**src/core/td_pkg.sv**
```systemverilog
// Purpose: Shared constants and types for the touch detect processing core.
// Assumes: 100 MHz system clock, one clock domain.
// Notes:   All times are kept in their own unit; cycle counts derive from them.
`default_nettype none
package td_pkg;
   // Clock and time base
   localparam int CLK_PERIOD_NS  = 10;
   localparam int TICK_NS        = 1000000;                 // 1 ms time base
   localparam int TICK_CYC       = TICK_NS / CLK_PERIOD_NS; // cycles per ms tick

   // Burst spacing and output timing, in ms
   localparam logic [15:0] BURST_IDLE_MS  = 16'd75;
   localparam logic [15:0] BURST_CONF_MS  = 16'd20;
   localparam logic [6:0]  PULSE_MS       = 7'd75;
   localparam logic [15:0] MAXON_SHORT_MS = 16'd10000;
   localparam logic [15:0] MAXON_LONG_MS  = 16'd60000;

   // Detection integrator
   localparam logic [2:0]  INTEG_LIMIT    = 3'd4;

   // Drift compensation: one count per step, rise only every N bursts
   localparam logic [15:0] DRIFT_STEP     = 16'h0001;
   localparam logic [5:0]  DRIFT_UP_BURST = 6'd16;

   // Threshold fraction of the reference, in 1/256 units, per gain level
   localparam logic [7:0]  FRAC_GAIN_HI   = 8'h04;
   localparam logic [7:0]  FRAC_GAIN_MED  = 8'h08;
   localparam logic [7:0]  FRAC_GAIN_LO   = 8'h10;

   // Gain strap codes; open pin reads as 2'b00
   localparam logic [1:0]  GAIN_OPEN      = 2'h0;
   localparam logic [1:0]  GAIN_MED       = 2'h1;
   localparam logic [1:0]  GAIN_LO        = 2'h2;

   // Register map, byte offsets
   localparam logic [7:0]  REG_CTRL       = 8'h00;
   localparam logic [7:0]  REG_STATUS     = 8'h04;
   localparam logic [7:0]  REG_RAW        = 8'h08;
   localparam logic [7:0]  REG_REF        = 8'h0c;
   localparam logic [7:0]  REG_THR        = 8'h10;
   localparam int          CTRL_RUN_BIT   = 0;
   localparam logic        CTRL_RUN_RST   = 1'b1;

   // Output modes taken from the two mode straps {a,b}
   typedef enum logic [1:0] {
      TD_MODE_TOGGLE = 2'b00,
      TD_MODE_PULSE  = 2'b01,
      TD_MODE_DC60   = 2'b10,
      TD_MODE_DC10   = 2'b11
   } td_mode_t;

   typedef enum logic [1:0] {
      TD_ST_STRAP,
      TD_ST_WAIT,
      TD_ST_ACQ
   } td_st_t;
endpackage
`default_nettype wire

```
**src/core/td_thr_if.sv**
```systemverilog
// Purpose: Carries reference, sample and threshold results between core and compare.
// Assumes: Purely combinational exchange within one clock domain.
// Notes:   Core drives ref, raw and gain; the compare unit returns the levels and flags.
`default_nettype none
interface td_thr_if;
   logic [15:0] ref_lvl;
   logic [15:0] raw;
   logic [1:0]  gain;
   logic [15:0] thr_lvl;
   logic [15:0] hyst_lvl;
   logic        qual;
   logic        hold;
   modport core (output ref_lvl, raw, gain, input thr_lvl, hyst_lvl, qual, hold);
   modport calc (input ref_lvl, raw, gain, output thr_lvl, hyst_lvl, qual, hold);
endinterface
`default_nettype wire

```
**src/core/td_thresh.sv**
```systemverilog
// Purpose: Threshold and hysteresis levels and the per-burst compare result.
// Assumes: Levels follow the reference combinationally, so they never lag it.
// Notes:   Sums saturate at full scale to keep a high reference from wrapping.
`default_nettype none
module td_thresh
   import td_pkg::*;
(
   td_thr_if.calc t
);
   logic [7:0]  frac;
   logic [23:0] prod;
   logic [15:0] delta;
   logic [16:0] thr_sum;
   logic [16:0] hyst_sum;

   // Gain sets the fraction; open strap gives the smallest one, the highest gain
   always_comb begin
      case (t.gain)
         GAIN_MED: frac = FRAC_GAIN_MED;
         GAIN_LO:  frac = FRAC_GAIN_LO;
         default:  frac = FRAC_GAIN_HI;
      endcase
   end

   // Differential is a share of the absolute level, recomputed every cycle
   assign prod     = t.ref_lvl * frac;
   assign delta    = prod[23:8];
   assign thr_sum  = {1'b0, t.ref_lvl} + {1'b0, delta};
   assign hyst_sum = {1'b0, t.ref_lvl} + {2'b00, delta[15:1]};
   assign t.thr_lvl  = thr_sum[16]  ? 16'hffff : thr_sum[15:0];
   assign t.hyst_lvl = hyst_sum[16] ? 16'hffff : hyst_sum[15:0];

   // One qualifying flag per burst; hold keeps a detection down to the dropout level
   assign t.qual = t.raw > t.thr_lvl;
   assign t.hold = t.raw >= t.hyst_lvl;
endmodule
`default_nettype wire

```
**src/core/td_core.sv**
```systemverilog
// Purpose: Burst scheduling, drift tracking, integrator, max on-duration and output.
// Assumes: Converter answers each burst request with one raw_valid_i pulse.
// Notes:   Straps are read once after reset; no recalibration input exists.
//
// Decided for this implementation: the register addresses and the strobed register port.
`default_nettype none
module td_core
   import td_pkg::*;
#(
   parameter int TICK_CYCLES = TICK_CYC
)(
   // Clock and reset
   input  wire logic        mclk_i,
   input  wire logic        rst_i,
   // Strap inputs
   input  wire logic [1:0]  gain_strap_i,
   input  wire logic        mode_strap_a_i,
   input  wire logic        mode_strap_b_i,
   // Converter side
   output logic             burst_req_o,
   input  wire logic        raw_valid_i,
   input  wire logic [15:0] raw_i,
   // Register port
   input  wire logic [7:0]  addr_i,
   input  wire logic [31:0] wdata_i,
   input  wire logic        wr_i,
   input  wire logic        rd_i,
   output logic [31:0]      rdata_o,
   // Output line, active low, and detection flag, active high
   output logic             out_n_o,
   output logic             detect_o
);
   typedef struct packed {
      td_st_t      st;
      logic [16:0] tick_cnt;
      logic [15:0] wait_ms;
      logic [15:0] on_ms;
      logic [6:0]  pulse_ms;
      logic [15:0] ref_lvl;
      logic [15:0] raw;
      logic [2:0]  integ;
      logic [5:0]  drift_cnt;
      logic        det;
      logic        out_lvl;
      logic        out_n;
      logic        cal;
      logic [1:0]  gain;
      td_mode_t    mode;
      logic        run;
      logic [31:0] rdata;
   } td_state_t;

   td_state_t s_q;
   td_state_t s_d;
   logic      tick;
   logic      acq_done;
   logic      timeout;
   logic      new_det;
   logic      end_det;
   logic      fire;
   logic [15:0] maxon_ms;

   td_thr_if thr_if ();

   // Threshold and compare unit
   td_thresh u_thresh (
      .t (thr_if.calc)
   );

   assign thr_if.ref_lvl = s_q.ref_lvl;
   assign thr_if.raw     = raw_i;
   assign thr_if.gain    = s_q.gain;

   // Millisecond enable from the clock divider
   assign tick = s_q.tick_cnt == 17'(TICK_CYCLES - 1);

   // Burst request fires when spacing elapsed; handshake is combinational
   assign fire        = (s_q.st == TD_ST_WAIT) && (s_q.wait_ms == 16'h0000) && s_q.run;
   assign burst_req_o = fire;
   assign acq_done    = (s_q.st == TD_ST_ACQ) && raw_valid_i;

   // Limit comes from the strapped mode; only one level mode gets the long one
   assign maxon_ms = (s_q.mode == TD_MODE_DC60) ? MAXON_LONG_MS : MAXON_SHORT_MS;
   assign timeout  = s_q.det && tick && (s_q.on_ms >= maxon_ms - 16'h0001);

   // Detection edges seen by this burst, outside a recalibration burst
   assign new_det = acq_done && !s_q.cal && !s_q.det && thr_if.qual &&
                    (s_q.integ == INTEG_LIMIT - 3'd1);
   assign end_det = acq_done && !s_q.cal && s_q.det && !thr_if.hold;

   // Next state
   always_comb begin
      s_d = s_q;

      // Divider runs freely; every slower rate uses its enable
      s_d.tick_cnt = tick ? 17'h00000 : s_q.tick_cnt + 17'h00001;

      // Straps are caught once, in the first cycle after reset release
      if (s_q.st == TD_ST_STRAP) begin
         s_d.gain = gain_strap_i;
         s_d.mode = td_mode_t'({mode_strap_a_i, mode_strap_b_i});
         s_d.st   = TD_ST_WAIT;
      end

      // Spacing countdown in ms
      if (tick && s_q.wait_ms != 16'h0000) begin
         s_d.wait_ms = s_q.wait_ms - 16'h0001;
      end

      if (fire) begin
         s_d.st = TD_ST_ACQ;
      end

      // Pulse timer for the pulse output mode
      if (tick && s_q.pulse_ms != 7'h00) begin
         s_d.pulse_ms = s_q.pulse_ms - 7'h01;
      end

      // On-duration timer only counts while detecting
      if (s_q.det && tick) begin
         s_d.on_ms = s_q.on_ms + 16'h0001;
      end

      // Burst result handling
      if (acq_done) begin
         s_d.st  = TD_ST_WAIT;
         s_d.raw = raw_i;
         s_d.wait_ms = BURST_IDLE_MS;
         if (s_q.cal) begin
            // Recalibration takes the sample straight as the new reference
            s_d.ref_lvl   = raw_i;
            s_d.cal       = 1'b0;
            s_d.integ     = 3'h0;
            s_d.drift_cnt = 6'h00;
         end else if (!s_q.det) begin
            // Integrator: consecutive qualifiers, any miss clears at once
            if (thr_if.qual) begin
               s_d.integ = s_q.integ + 3'h1;
               if (!new_det) begin
                  s_d.wait_ms = BURST_CONF_MS;
               end
            end else begin
               s_d.integ = 3'h0;
            end
            // Drift only while idle; one step per burst down, slower up
            if (raw_i < s_q.ref_lvl) begin
               s_d.ref_lvl   = s_q.ref_lvl - DRIFT_STEP;
               s_d.drift_cnt = 6'h00;
            end else if (raw_i > s_q.ref_lvl && !thr_if.qual) begin
               if (s_q.drift_cnt == DRIFT_UP_BURST - 6'h01) begin
                  s_d.ref_lvl   = s_q.ref_lvl + DRIFT_STEP;
                  s_d.drift_cnt = 6'h00;
               end else begin
                  s_d.drift_cnt = s_q.drift_cnt + 6'h01;
               end
            end
         end
         // No reference change at all while a detection stands
      end

      // Detection start and its effect on the output line
      if (new_det) begin
         s_d.det   = 1'b1;
         s_d.integ = 3'h0;
         s_d.on_ms = 16'h0000;
         case (s_q.mode)
            TD_MODE_TOGGLE: s_d.out_lvl  = ~s_q.out_lvl;
            TD_MODE_PULSE:  s_d.pulse_ms = PULSE_MS;
            default:        s_d.out_lvl  = 1'b1;
         endcase
      end

      // Detection ends by hysteresis dropout
      if (end_det) begin
         s_d.det = 1'b0;
         if (s_q.mode == TD_MODE_DC10 || s_q.mode == TD_MODE_DC60) begin
            s_d.out_lvl = 1'b0;
         end
      end

      // Max on-duration: full recalibration; toggle and pulse keep the line
      if (timeout) begin
         s_d.det   = 1'b0;
         s_d.integ = 3'h0;
         s_d.cal   = 1'b1;
         if (s_q.mode == TD_MODE_DC10 || s_q.mode == TD_MODE_DC60) begin
            s_d.out_lvl = 1'b0;
         end
      end

      // Registered active-low line
      s_d.out_n = ~(s_d.out_lvl | (s_d.pulse_ms != 7'h00));

      // Register writes: only the run bit is writable
      if (wr_i && addr_i == REG_CTRL) begin
         s_d.run = wdata_i[CTRL_RUN_BIT];
      end

      // Read data stands only in the cycle after the strobe
      s_d.rdata = 32'h0000_0000;
      if (rd_i) begin
         case (addr_i)
            REG_CTRL:   s_d.rdata = {31'h0, s_q.run};
            REG_STATUS: s_d.rdata = {16'h0, s_q.mode, s_q.gain, 5'h0, s_q.cal,
                                     s_q.integ, s_q.out_lvl, ~s_q.out_n, s_q.det};
            REG_RAW:    s_d.rdata = {16'h0, s_q.raw};
            REG_REF:    s_d.rdata = {16'h0, s_q.ref_lvl};
            REG_THR:    s_d.rdata = {16'h0, thr_if.thr_lvl};
            default:    s_d.rdata = 32'h0000_0000;
         endcase
      end
   end

   // State register; reset arms recalibration, as does max on-duration expiry
   always_ff @(posedge mclk_i or posedge rst_i) begin
      if (rst_i) begin
         s_q          <= '0;
         s_q.st       <= TD_ST_STRAP;
         s_q.cal      <= 1'b1;
         s_q.out_n    <= 1'b1;
         s_q.run      <= CTRL_RUN_RST;
         s_q.mode     <= TD_MODE_DC10;
         s_q.gain     <= GAIN_OPEN;
      end else begin
         s_q <= s_d;
      end
   end

   // Outputs straight from flip-flops
   assign out_n_o  = s_q.out_n;
   assign detect_o = s_q.det;
   assign rdata_o  = s_q.rdata;
endmodule
`default_nettype wire

```
**config.mk**
```make
export PLATFORM = sky130hd
export DESIGN_NAME = td_core
export DESIGN_NICKNAME = d
export VERILOG_FILES = /design/src/core/td_pkg.sv /design/src/core/td_thr_if.sv /design/src/core/td_thresh.sv /design/src/core/td_core.sv
export SDC_FILE = /design/constraint.sdc
export NUM_CORES = 1
export LEC_CHECK = 0
export ABC_CLOCK_PERIOD_IN_PS = 6500
export BUFFER_PORTS_ARGS = -buffer_cell sky130_fd_sc_hd__clkbuf_2
export CORE_ASPECT_RATIO = 1.25
export CORE_MARGIN = 5
export CORE_UTILIZATION = 30
export CTS_BUF_LIST = sky130_fd_sc_hd__clkbuf_4 sky130_fd_sc_hd__clkbuf_8
export DETAILED_ROUTE_END_ITERATION = 8
export GPL_TIMING_DRIVEN = 0
export MAX_ROUTING_LAYER = met4
export SETUP_SLACK_MARGIN = 0.2
export SYNTH_ARGS = -nofsm -noshare
export SYNTH_HDL_FRONTEND = slang
export SYNTH_SLANG_ARGS = --single-unit
```
**constraint.sdc**
```tcl
create_clock -name mclk_i -period 6.5 [get_ports mclk_i]
set_input_delay 1.3 -clock mclk_i [delete_from_list [all_inputs] [get_ports mclk_i]]
set_output_delay 1.3 -clock mclk_i [all_outputs]
set_load 0.1 [all_outputs]
```
=== Word level (Yosys, flattened, before mapping) ===
Index checks and enable logic that the tools add are counted.

* Multipliers: 1
* Mux-type cells: 42
* Reduce and logical (&&, ||, !) cells: 38
* Magnitude comparators: 5
* Equal/unequal tests: 16
* Bitwise gates (word level): 4
* $add $sub $neg: 11

{| class="wikitable"
|+ Operator list
! kind !! count
|-
| $mux W16 || 12
|-
| $pmux W16 S5 || 1
|-
| $sub A16 B1 Y16 const B || 3
|-
| $mux W7 || 6
|-
| $add A16 B1 Y16 const B || 2
|-
| $ge A16 B16 Y1 || 2
|-
| $gt A16 B16 Y1 || 2
|-
| $mux W9 || 3
|-
| $mux W23 || 1
|-
| $mul A16 B5 Y21 || 1
|-
| $mux W6 || 3
|-
| $add A16 B12 Y17 || 1
|-
| $add A16 B13 Y17 || 1
|-
| $add A17 B1 Y17 const B || 1
|-
| $eq A17 B17 Y1 const B || 1
|-
| $mux W17 || 1
|-
| $eq A8 B4 Y1 const B || 2
|-
| $logic_not A16 Y1 || 1
|-
| $lt A16 B16 Y1 || 1
|-
| $reduce_bool A16 Y1 || 1
|-
| $logic_and A1 B1 Y1 || 15
|-
| $reduce_bool A3 Y1 || 5
|-
| $reduce_bool A7 Y1 || 2
|-
| $mux W2 || 6
|-
| other kinds (25) || 43
|}

* Bits of input ports: 65
* Output and inout port bits: 35
* Register bits: 140
* Word-level logic and storage cells: 134

=== Depth between registers and ports, before layout ===
* Depth after elaboration: 15
* Gate-level depth with buffers: 35
* Gate-level depth less buffers: 33

=== Modules after synthesis ===
A second synthesis with hierarchy kept.

* Cells, all modules: 1328
* Area, all modules: 11347.1 um^2

{| class="wikitable"
|+ By module, submodules not included
! module !! sequential area each (um^2) !! cells an instance !! times used !! area each (um^2)
|-
| td_core || 3109.2 || 798 || 1 || 7393.3
|-
| td_thresh || 0.0 || 530 || 1 || 3953.8
|}

=== Worst setup path after synthesis ===
Ideal clock, no wire load.

* Path kind: reg-to-reg
* Start: register, netlist name thr_if.gain[0]
* End: register s_q (netlist bit thr_if.ref_lvl[10])
* Cell stages (with the launch flop): 35
* Required time: 6367 ps
* Period minus slack after synthesis: 7210 ps
* Setup slack: -710 ps
* Buffers on the path: 3
* Arrival: 7077 ps
* Library setup time: 133 ps
* Cells stage by stage: dfrtp_1 > inv_1 > ha_1 > clkbuf_1 > nand2_1 > fa_1 > inv_1 > ha_1 > ha_1 > ha_1 > a21o_1 > a21oi_1 > o311ai_0 > o2111a_1 > o21a_1 > o21a_1 > o22ai_1 > xnor2_1 > ha_1 > a21oi_1 > nor2b_1 > o21a_1 > nor3_2 > clkbuf_1 > nor2_1 > ha_1 > a21oi_1 > o21ai_0 > o2bb2ai_1 > or4_1 > a21boi_1 > o21ai_2 > buf_2 > a211oi_1 > a21oi_1

* Longest elaborated chain between the ends: 10
* Elaborated cells between the ends (all ways): 11
* Those cells by class: 1 x add/sub; 1 x mul; 1 x order compare; 2 x eq/ne; 2 x mux; 4 x reduce/logical

{| class="wikitable"
|+ RTL lines
! what !! line !! RTL
|-
| $eq A2 B2 Y1 or $eq A2 B1 Y1 (tied branches) || td_thresh.sv:18 || <nowiki>case (t.gain)</nowiki>
|-
| $pmux W5 S2 (*) || td_thresh.sv:18 ||
|-
| $mul A16 B5 Y21 (*) || td_thresh.sv:26 || <nowiki>assign prod = t.ref_lvl * frac;</nowiki>
|-
| $add A16 B13 Y17 (*) || td_thresh.sv:28 || <nowiki>assign thr_sum = {1'b0, t.ref_lvl} + {1'b0, delta};</nowiki>
|-
| $mux W16 (*) || td_thresh.sv:30 || <nowiki>assign t.thr_lvl = thr_sum[16] ? 16'hffff : thr_sum[15:0];</nowiki>
|-
| $gt A16 B16 Y1 (*) || td_thresh.sv:34 || <nowiki>assign t.qual = t.raw > t.thr_lvl;</nowiki>
|-
| $logic_not A1 Y1 (*) || td_core.sv:149 || <nowiki>end else if (raw_i > s_q.ref_lvl && !thr_if.qual) begin</nowiki>
|-
| $logic_and A1 B1 Y1 (*) || td_core.sv:149 ||
|-
| $reduce_bool A3 Y1 (no line) (*) || - ||
|-
| $reduce_and A4 Y1 (no line) (*) || - ||
|-
| end: declaration || td_core.sv:53 || <nowiki>td_state_t s_q;</nowiki>
|}

Every way passes the cells marked *; elsewhere a longest branch is shown, timed or not.
A chain may end at the register's enable or synchronous reset.

=== Worst setup path after layout ===
* Start: register, netlist name thr_if.gain[1]
* End: register s_q (netlist bit thr_if.ref_lvl[14])

* Longest elaborated chain between the ends: 10
* Elaborated cells between the ends (all ways): 11
* Those cells by class: 1 x add/sub; 1 x mul; 1 x order compare; 2 x eq/ne; 2 x mux; 4 x reduce/logical

{| class="wikitable"
|+ RTL lines
! what !! line
|-
| $eq A2 B2 Y1 or $eq A2 B1 Y1 (tied branches) || td_thresh.sv:18
|-
| $pmux W5 S2 (*) || td_thresh.sv:18
|-
| $mul A16 B5 Y21 (*) || td_thresh.sv:26
|-
| $add A16 B13 Y17 (*) || td_thresh.sv:28
|-
| $mux W16 (*) || td_thresh.sv:30
|-
| $gt A16 B16 Y1 (*) || td_thresh.sv:34
|-
| $logic_not A1 Y1 (*) || td_core.sv:149
|-
| $logic_and A1 B1 Y1 (*) || td_core.sv:149
|-
| $reduce_bool A3 Y1 (no line) (*) || -
|-
| $reduce_and A4 Y1 (no line) (*) || -
|}

Marks and branches as above.

==> impl_metrics.py <==
metrics = {
    "run_status": {
        "status": "complete, but fails checks",
        "violations": "negative setup slack",
    },
    "critical_path": {
        "timing.rr.start": "thr_if.gain[1]",
        "reg2reg_slack_ps": -700,
        "cpPeakStageDelay_ps": 540,
        "crit_family": "compound AO/OA/AOI/OAI gates",
        "critPathLaunch": "thr_if.gain[1]",
        "endpoint": "thr_if.ref_lvl[14]",
        "worstPathArrival_ps": 7530,
        "cp_common_cell": "ha_4",
        "slowest_stage": "or4_4",
        "critPathRequiredTime_ps": 6840,
        "end_kind": "register",
        "r2r_end": "thr_if.ref_lvl[14]",
        "worst-path-buf-inv": 3,
        "cp_max_fo": 7,
        "startpoint_type": "register",
        "worstSetupPathDepth": 32,
        "r2r_cells": 32,
        "path_class": "reg2reg",
    },
    "timing": {
        "period_share_pct": 111,
        "setup_viol": 57,
        "fin_ws_ps": -696,
        "maxSlewViolCount": 0,
        "worstMarginPinSlew_ps": 823,
        "finalSetupTns_ps": -28180,
        "final.setup_skew_ps": 19.9,
        "rsz0062_at_grt": "yes",
        "maxSlewHeadroom_pct": 44.7,
        "finalHoldViolCount": 0,
        "period_minus_slack_ps": 7200,
        "fmax_mhz": 139,
    },
    "place": {
        "place_inst": 1811,
        "dp_slack_ps": -1220,
        "hpwl_mm": 24.3,
        "gp_congestion": 0.886,
        "port_buffers": 50,
    },
    "flow_run": {
        "cap_viol_max_count": 0,
    },
    "logic_synthesis": {
        "yosys.area.top_type": "dfrtp_1",
        "synth_top_area_share_pct": 27.3,
        "ys_ff_latch": 124,
        "synth_cells": 1265,
        "synthArstFlopShare_pct": 100,
        "synthTopCellsByCount": "ha_1, nand2_1, nor2_1",
        "synthTopCellsByArea": "dfrtp_1, ha_1, nand2_1",
        "yosys_warnings": 0,
        "syn_area_mm2": 0.0109,
        "yosys_most_used_dff": "dfrtp_1",
        "synth_edf_count": 0,
        "ys_types": 72,
        "avgSynthCellArea_um2": 8.64,
        "yosysMostFrequentCell": "ha_1",
        "ys_seq_area_share_pct": 28.5,
    },
    "route": {
        "first_pass_iters": 6,
        "wl_mm": 33.9,
        "routedWlPerCell_um": 17.5,
        "drtIter0Drc": 501,
        "drc": 0,
        "routed-via-count": 9964,
        "via_per_inst": 5.14,
        "drtAntennaViolNets": 0,
    },
    "clocking": {
        "path_clk_slew_ps": 90,
        "cts_tree": "built",
        "clk_latency_ps": 460,
        "h-tree-depth": 4,
        "cts_hold_buf": 0,
        "cts_buffers": 17,
        "cts.path.max_buffers": 2,
        "root_buffer": "clkbuf_8",
        "cts_sinks": 124,
    },
    "finish": {
        "stdcell_count": 1937,
        "nFillCells": 3556,
        "diodes": 0,
        "areaGrowthSynthToFinish_pct": 34.3,
        "drive_above_1_share_pct": 30.8,
        "fin_nets": 1673,
        "final_util_pct": 40.6,
    },
    "global_route": {
        "track_usage_pct": 16.9,
        "antenna_found_initial": 0,
        "grt_max_degree": 99,
        "grt_pass1_vias": 10400,
        "grt_overflow_total": 0,
        "grt_first_pass_wirelength_mm": 53.4,
    },
    "die": {
        "fp-row-count": 78,
        "die_area_mm2": 0.0404,
        "die_y_um": 223,
        "core_mm2": 0.0361,
        "die_w_um": 181,
        "io_pins": 100,
        "start_util_pct": 30.3,
    },
    "power": {
        "total_power_mw": 1.81,
        "leakagePower_nw": 6.62,
        "p_per_area_mw_per_mm2": 123,
        "ir_drop_mv": 0.125,
    },
    "hold_path": {
        "hold_class": "reg2reg",
    },
}
==> worst min path at each step <==
| stage | start | end | slack [ps] | cells after the start |
|---|---|---|---|---|
| floorplan | s_q[86] | out_n_o | 440 | 1 |
| global placement | s_q[64] | s_q[64] | 460 | 2 |
| detailed placement | s_q[65] | s_q[65] | 460 | 2 |
| CTS | s_q[65] | s_q[65] | 480 | 2 |
| global route | s_q[65] | s_q[65] | 510 | 2 |
| finish | s_q[65] | s_q[65] | 480 | 2 |
==> worst min-delay path, stage by stage (launching register included) <==
cell     delay, ps
dfrtp_1        340
nand2_1         50
nand2_1         50
==> state kept, by name (all words and copies together), names as in the netlist <==
register	count
out_n_o	1
s_q	88
thr_if.ref_lvl	16
thr_if.gain	2
detect_o	1
rdata_o	16
==> placed cells by master (no fill, tap or decap), types with 17 or more instances in the layout <==
cell type / instances
fa_1: 18
buf_6: 19
o21ai_0: 34
nor2_1: 97
ha_4: 39
inv_1: 59
nand2_1: 133
a21oi_1: 53
nand4_1: 17
a21o_1: 18
ha_1: 106
xor2_1: 27
xnor2_1: 47
buf_4: 104
a21oi_2: 17
nand3_1: 34
clkbuf_2: 51
dfrtp_1: 115
nor3_1: 27
clkbuf_8: 21
clkbuf_1: 19
==> cell type report <==
class / instances / area [um2] / share of cell area (%)
Multi-Input combinational cell: 1025 / 8630 / 58.8
Sequential cell: 124 / 3110 / 21.2
Timing Repair Buffer: 145 / 1080 / 7.39
Tap cell: 480 / 601 / 4.09
Buffer: 65 / 512 / 3.49
Clock buffer: 20 / 269 / 1.83
Inverter: 66 / 253 / 1.72
Clock inverter: 12 / 209 / 1.42
==> stage by stage <==
stage	cell area [um2]	hold slack, ps
after CTS	14200	482
after detailed placement	12300	463
final	14700	478
after floorplan	11400	441
after global routing	14700	507
after global placement	12300	458
==> routing by layer <==
metal  wire [um]  vias up  track usage (%)  share of wire [%]
met5           0        -                -                  0
met4        2280        0             10.6                6.7
met3        1100      134             2.33                3.2
met2       17600      247             29.9                 52
met1       13000     4777             17.6                 38
li1            -     4806                -                  -
==> power breakdown <==
group	switching [mW]	leakage [nW]	internal, mW
Clock	0.344	0.234	0.486
Sequential	0.000724	1.51	0.772
Combinational	0.139	4.88	0.0687
==> logic make-up (layout without fill, tap and decap cells) <==
logic type / Yosys count / after routing / share of synthesized area (%)
compound gates: 266 / 266 / 15.8
fa+ha+maj: 164 / 164 / 20.0
mux: 28 / 28 / 2.84
xor+xnor: 84 / 84 / 6.73
other cells: 1 / 16 / 0.0343
buf+inv: 131 / 308 / 5.62
flops: 124 / 124 / 28.5
simple gates: 467 / 467 / 20.5
==> timing repair <==
| item | 4_1_cts | 5_1_grt |
|---|---|---|
| resized for setup | 170 | 64 |
| buffers inserted | 68 | 22 |
| pin swaps | 84 | 68 |
| setup endpoints to repair | 57 | 57 |
| cloned | 3 | 1 |
No activity file was read; power rests on OpenSTA's default activity.
